**src/core/dcfs_pkg.sv**
```systemverilog
// Shared constants and types for the dual channel fault supervisor
package dcfs_pkg;

  // ==========================================================================
  // Clock and timing
  localparam int CLK_NS = 10;
  localparam int UV_FILT_NS = 1500;
  localparam int UV_CYC = (UV_FILT_NS + CLK_NS - 1) / CLK_NS;
  localparam int OC_TICKS = 8;
  localparam int FRAME_NS = 36000;
  localparam int FRAME_CYC = FRAME_NS / CLK_NS;
  localparam int FRAME_SLOTS = 9;
  localparam int SLOT_CYC = FRAME_CYC / FRAME_SLOTS;
  localparam int HICCUP_CYC_DEF = 100000;
  localparam logic FAULT_IDLE = 1'b0;
  localparam logic FAULT_ALERT_LVL = 1'b1;

  // ==========================================================================
  // Register map
  localparam logic [3:0] REG_CTRL = 4'h0;
  localparam logic [3:0] REG_STATUS = 4'h4;
  localparam logic [1:0] CTRL_RST = 2'h3;
  localparam int CTRL_EN_LSB = 0;

  // ==========================================================================
  // Fault flag positions within one channel
  localparam int FL_UV = 0;
  localparam int FL_OC = 1;
  localparam int FL_OT = 2;
  localparam int FL_DIE = 3;
  localparam int FL_W = 4;

  // ==========================================================================
  // Types
  typedef enum logic [3:0] {
    CH_OFF = 4'h1,
    CH_START = 4'h2,
    CH_RUN = 4'h4,
    CH_HICCUP = 4'h8
  } dcfs_ch_state_t;

  typedef struct packed {
    logic [1:0] en;
    logic supply_ok;
    logic [1:0] uv;
    logic [1:0] oc;
    logic [1:0] ot_pin;
    logic [1:0] ot_ext;
    logic [1:0] ot_cool;
    logic die_hot;
    logic die_cool;
    logic [1:0] ot_cfg;
    logic track_n;
  } dcfs_pins_t;

endpackage : dcfs_pkg

```
**src/core/dcfs_supervisor.sv**
```systemverilog
// Fault supervisor for a two channel buck controller: protection, hiccup, fault frame
//
// The plain strobed port and the register offsets are this design's own decisions.
`timescale 1ns/1ps
module dcfs_supervisor
  import dcfs_pkg::*;
#(
  parameter int unsigned HICCUP_CYC = HICCUP_CYC_DEF
) (
  input wire logic mclk, // 100 MHz clock
  input wire logic sys_rst, // Async reset, active high
  input wire dcfs_pins_t pins, // Comparator and pin levels, asynchronous
  input wire logic sw_tick, // One pulse per switching cycle
  input wire logic two_phase, // Both phases belong to channel 0
  input wire logic [1:0] ss_begun, // Soft start has begun, per channel
  input wire logic [1:0] pgd_done, // Power good delay expired, per channel
  input wire logic [3:0] reg_addr, // Register byte address
  input wire logic [31:0] reg_wdata, // Register write data
  input wire logic reg_wr, // Register write strobe
  input wire logic reg_rd, // Register read strobe
  output logic [31:0] reg_rdata, // Read data, cycle after strobe
  output logic [1:0] power_good_out, // Power good per channel
  output logic [1:0] switch_off, // Both switches off per channel
  output logic [1:0] phase_cut, // Cycle current limit per phase
  output logic [1:0] restart_seq, // Pulse: rerun power-up sequence
  output logic pwm_hiz, // All pulse outputs high impedance
  output logic fault_out // Serial fault frame
);

  // ==========================================================================
  // Input synchroniser
  dcfs_pins_t sync1_q;
  dcfs_pins_t sy_q;

  always_ff @(posedge mclk or posedge sys_rst)
  begin
    if (sys_rst)
    begin
      sync1_q <= '0;
      sy_q <= '0;
    end
    else
    begin
      sync1_q <= pins;
      sy_q <= sync1_q;
    end
  end

  // ==========================================================================
  // Register port
  logic [1:0] ctrl_q;
  logic [31:0] rdata_q;
  logic [1:0] pg_q;
  logic tsd_q;
  logic frame_q;
  logic [FL_W-1:0] flags [2];
  dcfs_ch_state_t st_vec [2];

  always_ff @(posedge mclk or posedge sys_rst)
  begin
    if (sys_rst)
      ctrl_q <= CTRL_RST;
    else if (reg_wr && reg_addr == REG_CTRL)
      ctrl_q <= reg_wdata[CTRL_EN_LSB +: 2];
  end

  // Unmapped addresses read as zero; data stands for one cycle only
  always_ff @(posedge mclk or posedge sys_rst)
  begin
    if (sys_rst)
      rdata_q <= '0;
    else if (reg_rd && reg_addr == REG_CTRL)
      rdata_q <= {30'h0, ctrl_q};
    else if (reg_rd && reg_addr == REG_STATUS)
      rdata_q <= {12'h0, st_vec[1], st_vec[0], flags[1], flags[0],
        tsd_q, frame_q, pg_q};
    else
      rdata_q <= '0;
  end

  assign reg_rdata = rdata_q;

  // ==========================================================================
  // Die thermal shutdown
  logic die_arm;
  logic tsd_set;

  assign die_arm = sy_q.supply_ok & (|sy_q.en);
  assign tsd_set = die_arm & sy_q.die_hot & ~tsd_q;

  // Hysteresis between the two die comparators keeps this from chattering
  always_ff @(posedge mclk or posedge sys_rst)
  begin
    if (sys_rst)
      tsd_q <= 1'b0;
    else if (tsd_set)
      tsd_q <= 1'b1;
    else if (tsd_q && sy_q.die_cool)
      tsd_q <= 1'b0;
  end

  always_ff @(posedge mclk or posedge sys_rst)
  begin
    if (sys_rst)
      pwm_hiz <= 1'b0;
    else
      pwm_hiz <= tsd_q;
  end

  // ==========================================================================
  // Phase ownership and tracking mode
  function automatic logic [1:0] phase_mask(input logic tp, input int ch);
    if (tp)
      phase_mask = (ch == 0) ? 2'h3 : 2'h0;
    else
      phase_mask = (ch == 0) ? 2'h1 : 2'h2;
  endfunction : phase_mask

  logic track_q;
  logic [1:0] trip;
  logic [1:0] hic_go;
  logic frame_clr;

  // Mode pin is only trusted while both channels are stopped
  always_ff @(posedge mclk or posedge sys_rst)
  begin
    if (sys_rst)
      track_q <= 1'b0;
    else if (st_vec[0] == CH_OFF && st_vec[1] == CH_OFF)
      track_q <= ~sy_q.track_n;
  end

  assign hic_go = trip | {2{track_q & (|trip)}};

  // Cycle by cycle limit: latched in the cycle, freed at the next tick
  always_ff @(posedge mclk or posedge sys_rst)
  begin
    if (sys_rst)
      phase_cut <= '0;
    else if (sw_tick)
      phase_cut <= '0;
    else
      phase_cut <= phase_cut | sy_q.oc;
  end

  // ==========================================================================
  // Per channel protection
  genvar c;
  generate
    for (c = 0; c < 2; c++)
    begin : g_ch
      dcfs_ch_state_t st_q;
      logic [7:0] uv_cnt_q;
      logic [3:0] oc_cnt_q;
      logic [31:0] hic_cnt_q;
      logic ot_cause_q;
      logic ot_cfg_q;
      logic [FL_W-1:0] fl_q;
      logic allowed;
      logic uv_arm;
      logic ot_arm;
      logic oc_arm;
      logic oc_all;
      logic uv_trip;
      logic oc_trip;
      logic ot_trip;
      logic hic_end;
      logic [1:0] mask;
      logic [FL_W-1:0] fl_set;

      assign mask = phase_mask(two_phase, c);
      // A hot die blocks the start already in the cycle it is seen
      assign allowed = sy_q.en[c] & ctrl_q[c] & sy_q.supply_ok & ~tsd_q & ~tsd_set;
      assign uv_arm = (st_q == CH_RUN) & pgd_done[c];
      assign oc_arm = (st_q == CH_RUN) & ss_begun[c];
      assign ot_arm = (st_q == CH_RUN) & ss_begun[c];
      assign oc_all = (|mask) & (&(sy_q.oc | ~mask));
      assign uv_trip = uv_arm & sy_q.uv[c] & (uv_cnt_q == 8'(UV_CYC));
      assign oc_trip = oc_arm & oc_all & sw_tick & (oc_cnt_q == 4'(OC_TICKS));
      assign ot_trip = ot_arm & (ot_cfg_q ? sy_q.ot_ext[c] : sy_q.ot_pin[c]);
      assign trip[c] = uv_trip | oc_trip | ot_trip;
      assign hic_end = (hic_cnt_q == 32'(HICCUP_CYC - 1));
      assign st_vec[c] = st_q;
      assign flags[c] = fl_q;

      always_ff @(posedge mclk or posedge sys_rst)
      begin
        if (sys_rst)
          uv_cnt_q <= '0;
        else if (!(uv_arm && sy_q.uv[c]))
          uv_cnt_q <= '0;
        else if (uv_cnt_q != 8'(UV_CYC))
          uv_cnt_q <= uv_cnt_q + 8'h1;
      end

      // Counts switching cycles with every owned phase in limit
      always_ff @(posedge mclk or posedge sys_rst)
      begin
        if (sys_rst)
          oc_cnt_q <= '0;
        else if (!(oc_arm && oc_all))
          oc_cnt_q <= '0;
        else if (sw_tick && oc_cnt_q != 4'(OC_TICKS))
          oc_cnt_q <= oc_cnt_q + 4'h1;
      end

      // Temperature mode may only change before the channel starts
      always_ff @(posedge mclk or posedge sys_rst)
      begin
        if (sys_rst)
          ot_cfg_q <= 1'b0;
        else if (st_q == CH_OFF)
          ot_cfg_q <= sy_q.ot_cfg[c];
      end

      always_ff @(posedge mclk or posedge sys_rst)
      begin
        if (sys_rst)
          ot_cause_q <= 1'b0;
        else if (st_q == CH_RUN && hic_go[c])
          ot_cause_q <= ot_trip;
      end

      always_ff @(posedge mclk or posedge sys_rst)
      begin
        if (sys_rst)
          hic_cnt_q <= '0;
        else if (st_q != CH_HICCUP)
          hic_cnt_q <= '0;
        else if (!hic_end)
          hic_cnt_q <= hic_cnt_q + 32'h1;
      end

      always_ff @(posedge mclk or posedge sys_rst)
      begin
        if (sys_rst)
          st_q <= CH_OFF;
        else if (!allowed)
          st_q <= CH_OFF;
        else
        begin
          unique case (st_q)
            CH_OFF:
              st_q <= CH_START;
            CH_START:
              st_q <= CH_RUN;
            CH_RUN:
              if (hic_go[c])
                st_q <= CH_HICCUP;
            CH_HICCUP:
              if (hic_end && (!ot_cause_q || sy_q.ot_cool[c]))
                st_q <= CH_START;
          endcase
        end
      end

      // Event bits land at the flag positions the status word shows
      always_comb
      begin
        fl_set = '0;
        fl_set[FL_UV] = uv_trip;
        fl_set[FL_OC] = oc_trip;
        fl_set[FL_OT] = ot_trip;
        fl_set[FL_DIE] = tsd_set;
      end

      // Hardware set wins over the end-of-frame clear
      always_ff @(posedge mclk or posedge sys_rst)
      begin
        if (sys_rst)
          fl_q <= '0;
        else
        begin
          fl_q <= (fl_q & {FL_W{~frame_clr}}) | fl_set;
        end
      end

      always_ff @(posedge mclk or posedge sys_rst)
      begin
        if (sys_rst)
        begin
          pg_q[c] <= 1'b0;
          switch_off[c] <= 1'b1;
          restart_seq[c] <= 1'b0;
        end
        else
        begin
          // Outputs drop with the die shutdown, not a cycle after it
          pg_q[c] <= (st_q == CH_RUN) & pgd_done[c] & ~hic_go[c] & ~tsd_q;
          switch_off[c] <= (st_q != CH_RUN) | hic_go[c] | tsd_q;
          restart_seq[c] <= (st_q == CH_START);
        end
      end
    end
  endgenerate

  assign power_good_out = pg_q;

  // ==========================================================================
  // Fault frame serialiser
  logic [11:0] slot_cnt_q;
  logic [3:0] slot_q;
  logic frame_end;
  logic pg_all;
  logic confirmed;
  logic [FRAME_SLOTS-1:0] frame_bits;

  assign frame_end = frame_q && slot_q == 4'(FRAME_SLOTS - 1)
    && slot_cnt_q == 12'(SLOT_CYC - 1);
  // A channel held off by its enable never raises power good again
  assign pg_all = ~tsd_q & (&(pg_q | ~(sy_q.en & ctrl_q)));
  assign confirmed = (|trip) | tsd_set;
  assign frame_clr = frame_end & pg_all;
  assign frame_bits = {flags[1], flags[0], FAULT_ALERT_LVL};

  always_ff @(posedge mclk or posedge sys_rst)
  begin
    if (sys_rst)
      frame_q <= 1'b0;
    else if (!frame_q && (confirmed || (|flags[0]) || (|flags[1])))
      frame_q <= 1'b1;
    else if (frame_clr)
      frame_q <= 1'b0;
  end

  always_ff @(posedge mclk or posedge sys_rst)
  begin
    if (sys_rst)
    begin
      slot_cnt_q <= '0;
      slot_q <= '0;
    end
    else if (!frame_q || slot_cnt_q == 12'(SLOT_CYC - 1))
    begin
      slot_cnt_q <= '0;
      if (!frame_q || slot_q == 4'(FRAME_SLOTS - 1))
        slot_q <= '0;
      else
        slot_q <= slot_q + 4'h1;
    end
    else
      slot_cnt_q <= slot_cnt_q + 12'h1;
  end

  always_ff @(posedge mclk or posedge sys_rst)
  begin
    if (sys_rst)
      fault_out <= FAULT_IDLE;
    else if (frame_q)
      fault_out <= frame_bits[slot_q];
    else
      fault_out <= FAULT_IDLE;
  end

endmodule : dcfs_supervisor

```
**config.mk**
```make
export PLATFORM = sky130hd
export DESIGN_NAME = dcfs_supervisor
export DESIGN_NICKNAME = d
export VERILOG_FILES = /design/src/core/dcfs_pkg.sv /design/src/core/dcfs_supervisor.sv
export SDC_FILE = /design/constraint.sdc
export NUM_CORES = 1
export LEC_CHECK = 0
export ABC_CLOCK_PERIOD_IN_PS = 13800
export BUFFER_PORTS_ARGS = -buffer_cell sky130_fd_sc_hd__buf_2
export CAP_MARGIN = 25
export CORE_ASPECT_RATIO = 0.5
export CORE_MARGIN = 10
export CORE_UTILIZATION = 55
export DETAILED_ROUTE_END_ITERATION = 6
export PLACE_DENSITY = 0.8
export SLEW_MARGIN = 20
export SYNTH_ARGS = -nofsm -noshare
export SYNTH_HDL_FRONTEND = slang
export SYNTH_SLANG_ARGS = --single-unit
```
**constraint.sdc**
```tcl
create_clock -name mclk -period 13.8 [get_ports mclk]
set_input_delay 2.76 -clock mclk [delete_from_list [all_inputs] [get_ports mclk]]
set_output_delay 2.76 -clock mclk [all_outputs]
set_load 0.01 [all_outputs]
```
==> results.sh <==
export IMPL_clkTransAtPathRegs_ns=0.07
export IMPL_cap_violations=0
export IMPL_fin_tns_setup_ns=0
export IMPL_synth_mux_area_share_pct=1.764
export IMPL_hold_viol=0
export IMPL_power_density_mw_per_mm2=117.3
export IMPL_layout_commonest_cell="dfrtp_1"
export IMPL_synth_area_mm2=0.008652
export IMPL_viasPerCell=5.733
export IMPL_fp_dieW_um=197.4
export IMPL_synth_area_leaders="dfrtp_1, xor2_1, nor2_1, nand4_1, nand3_1"
export IMPL_dp_hpwl_mm=12.13
export IMPL_dr_pass1_iters=5
export IMPL_core_area_mm2=0.01541
export IMPL_synthCells=799
export IMPL_status="finished clean"
export IMPL_start_util_pct=56.13
export IMPL_skew_ns=0.009914
export IMPL_synth_edff_count=0
export IMPL_grt_max_degree=111
export IMPL_synth_xor_area_share_pct=7.491
export IMPL_reg2reg_from="g_ch[1].st_q[1]"
export IMPL_final_cell_mix="dfrtp_1, nor2_1, buf_2, xor2_1, nand2_1"
export IMPL_portBuffers=63
export IMPL_startpoint="sw_tick"
export IMPL_route_detailed_drc=0
export IMPL_grt_pass1_wl_mm=29.62
export IMPL_arrival_ns=4.25
export IMPL_end_kind="flip-flop"
export IMPL_ir_worst_vdd_mv=0.07346
export IMPL_hold_start="sync1_q[9]"
export IMPL_max_slew_worst_pin_slew_ns=0.8217
export IMPL_ys_types=63
export IMPL_cp_max_fo=11
export IMPL_cts_resized=0
export IMPL_rsz0062_at_grt="no"
export IMPL_clk_latency_ns=0.43
export IMPL_die_h_um=108.7
export IMPL_synth_top_family_by_area="simple AND/OR/NAND/NOR gates"
export IMPL_syn2layout_area_growth_pct=12.39
export IMPL_ys_flop_type="dfrtp_1"
export IMPL_finalCritPeriodShare_pct=28.46
export IMPL_maxSlewViolCount=0
export IMPL_antenna_found_initial=0
export IMPL_syn_area_per_cell_um2=10.83
export IMPL_cts_tree="built"
export IMPL_slew_headroom_pct=44.80
export IMPL_ys_ff_latch=195
export IMPL_vias=6220
export IMPL_hold_path_class="reg -> reg"
export IMPL_row_count=32
export IMPL_nFillCells=1193
export IMPL_wl_mm=17.82
export IMPL_r2r_slack_ns=11.53
export IMPL_fin_crit_ns=3.928
export IMPL_die_area_mm2=0.02145
export IMPL_crit_type="in -> reg"
export IMPL_async_reset_ff_share_pct=100.0
export IMPL_grt_pass1_vias=6034
export IMPL_grt_overflow=0
export IMPL_htree_levels=4
export IMPL_synth_compound_area_share_pct=5.900
export IMPL_grt_usage_pct=16.97
export IMPL_ant_nets=0
export IMPL_postLayoutCoreUtil_pct=63.08
export IMPL_cts_sinks=195
export IMPL_synthAdderAreaFrac_pct=1.880
export IMPL_clockRootBuffer="clkbuf_16"
export IMPL_required_ns=14.12
export IMPL_cts_setup_buffers=0
export IMPL_drt_iter0_markers=398
export IMPL_final_setup_viol_count=0
export IMPL_yosys_warnings=0
export IMPL_cts_buffer_depth=2
export IMPL_gp_congestion=0.8836
export IMPL_p_total_mw=1.141
export IMPL_synth_top_area_share_pct=54.66
export IMPL_seq_area_mm2=0.004887
export IMPL_drive_above_1_share_pct=14.98
export IMPL_antenna_cells=0
export IMPL_hold_buffers=0
export IMPL_crit_path_start_kind="primary input"
export IMPL_cts_buffers=17
export IMPL_synth_simple_area_share_pct=23.44
export IMPL_p_leak_nw=4.325
export IMPL_fmaxAchievable_ghz=0.2546
export IMPL_yosys_area_top_type="dfrtp_1"
export IMPL_post_drt_wl_per_cell_um=16.42
export IMPL_ys_seq_area_share_pct=56.49
export IMPL_fin_nets=945
export IMPL_io_pins=106
export IMPL_multiInputGateArea_mm2=0.003547
worst paths after layout:
path,endpoint,cells after the start
max,g_ch[1].st_q[2],6
min,sy_q[9],0
min reg2reg,sy_q[9],0
max reg2reg,g_ch[0].st_q[3],5
max in group asynchronous,g_ch[1].hic_cnt_q[23],3
min in group asynchronous,sync1_q[7],2
layer usage:
metal / global-route usage, % / share of wire (%) / up-vias
met2: 29.12 / 51 / 153
met1: 21.40 / 43 / 3145
met4: 5.344 / 1.6 / 0
met3: 3.629 / 4.4 / 23
li1: - / - / 2899
met5: 0 / 0 / -
metrics by stage:
stage                     instance area, µm²  worst slack [ns]  instances  hold WS (ns)
after floorplan                         8693             5.738        810        0.3312
after global placement                  9159             9.283       1053        0.3323
after detailed placement                9159             9.237       1053        0.3347
after CTS                               9721             9.699       1085        0.3500
after global routing                    9724             9.790       1085        0.3537
final                                   9724             9.872       1085        0.3478
critical path: stages:
cell and delay, ns:
buf_2 0.17, nand4b_1 0.13, nor3_1 0.07, or3_4 0.40, a2111o_1 0.38, a2111oi_2 0.34
where the power goes:
part           internal, mW  switching, mW
logic                0.0223         0.0320
registers             0.592         0.0183
clock network         0.253          0.223
cell families after synthesis:
family / after synthesis
and+or+nand+nor: 373
DFF: 195
xor gates and xnor gates: 74
AOI/OAI and AO/OA: 73
buffers and inverters: 57
adders and majority gates: 13
muxes: 13
other: 1
registers in the layout (all words and copies together) (netlist names), 4 cells and up:
name and cells:
sync1_q 18, reg_rdata 20, g_ch.oc_cnt_q 8, g_ch.uv_cnt_q 16, g_ch.fl_q 8, g_ch.hic_cnt_q 64
g_ch.st_q 8, sy_q 18, slot_cnt_q 12, slot_q 4
cell usage after synthesis, drive strengths merged (4+ instances only):
cell / count
o21ai: 14
and4: 8
inv: 27
or3: 13
buf: 13
a21oi: 18
dfrtp: 189
mux2: 5
and2: 24
nand3: 41
o211ai: 6
o21a: 5
clkbuf: 17
a21o: 7
or4: 7
nand4b: 4
xor2: 54
and3: 16
mux2i: 7
nand2: 44
nor3: 15
nand4: 34
nor4b: 13
ha: 13
nand3b: 5
nor4: 18
nor2: 115
dfstp: 6
xnor2: 20
area by class of cell:
class                   count  share of cell area, %
inverters                  27                  1.119
flip-flops and latches    195                  50.26
clock inverters            12                  1.287
multi-input cells         558                  36.48
well taps                 204                  2.625
clock buffers              20                  4.490
repair buffers             69                  3.744
No activity file was read; power rests on OpenSTA's default activity.
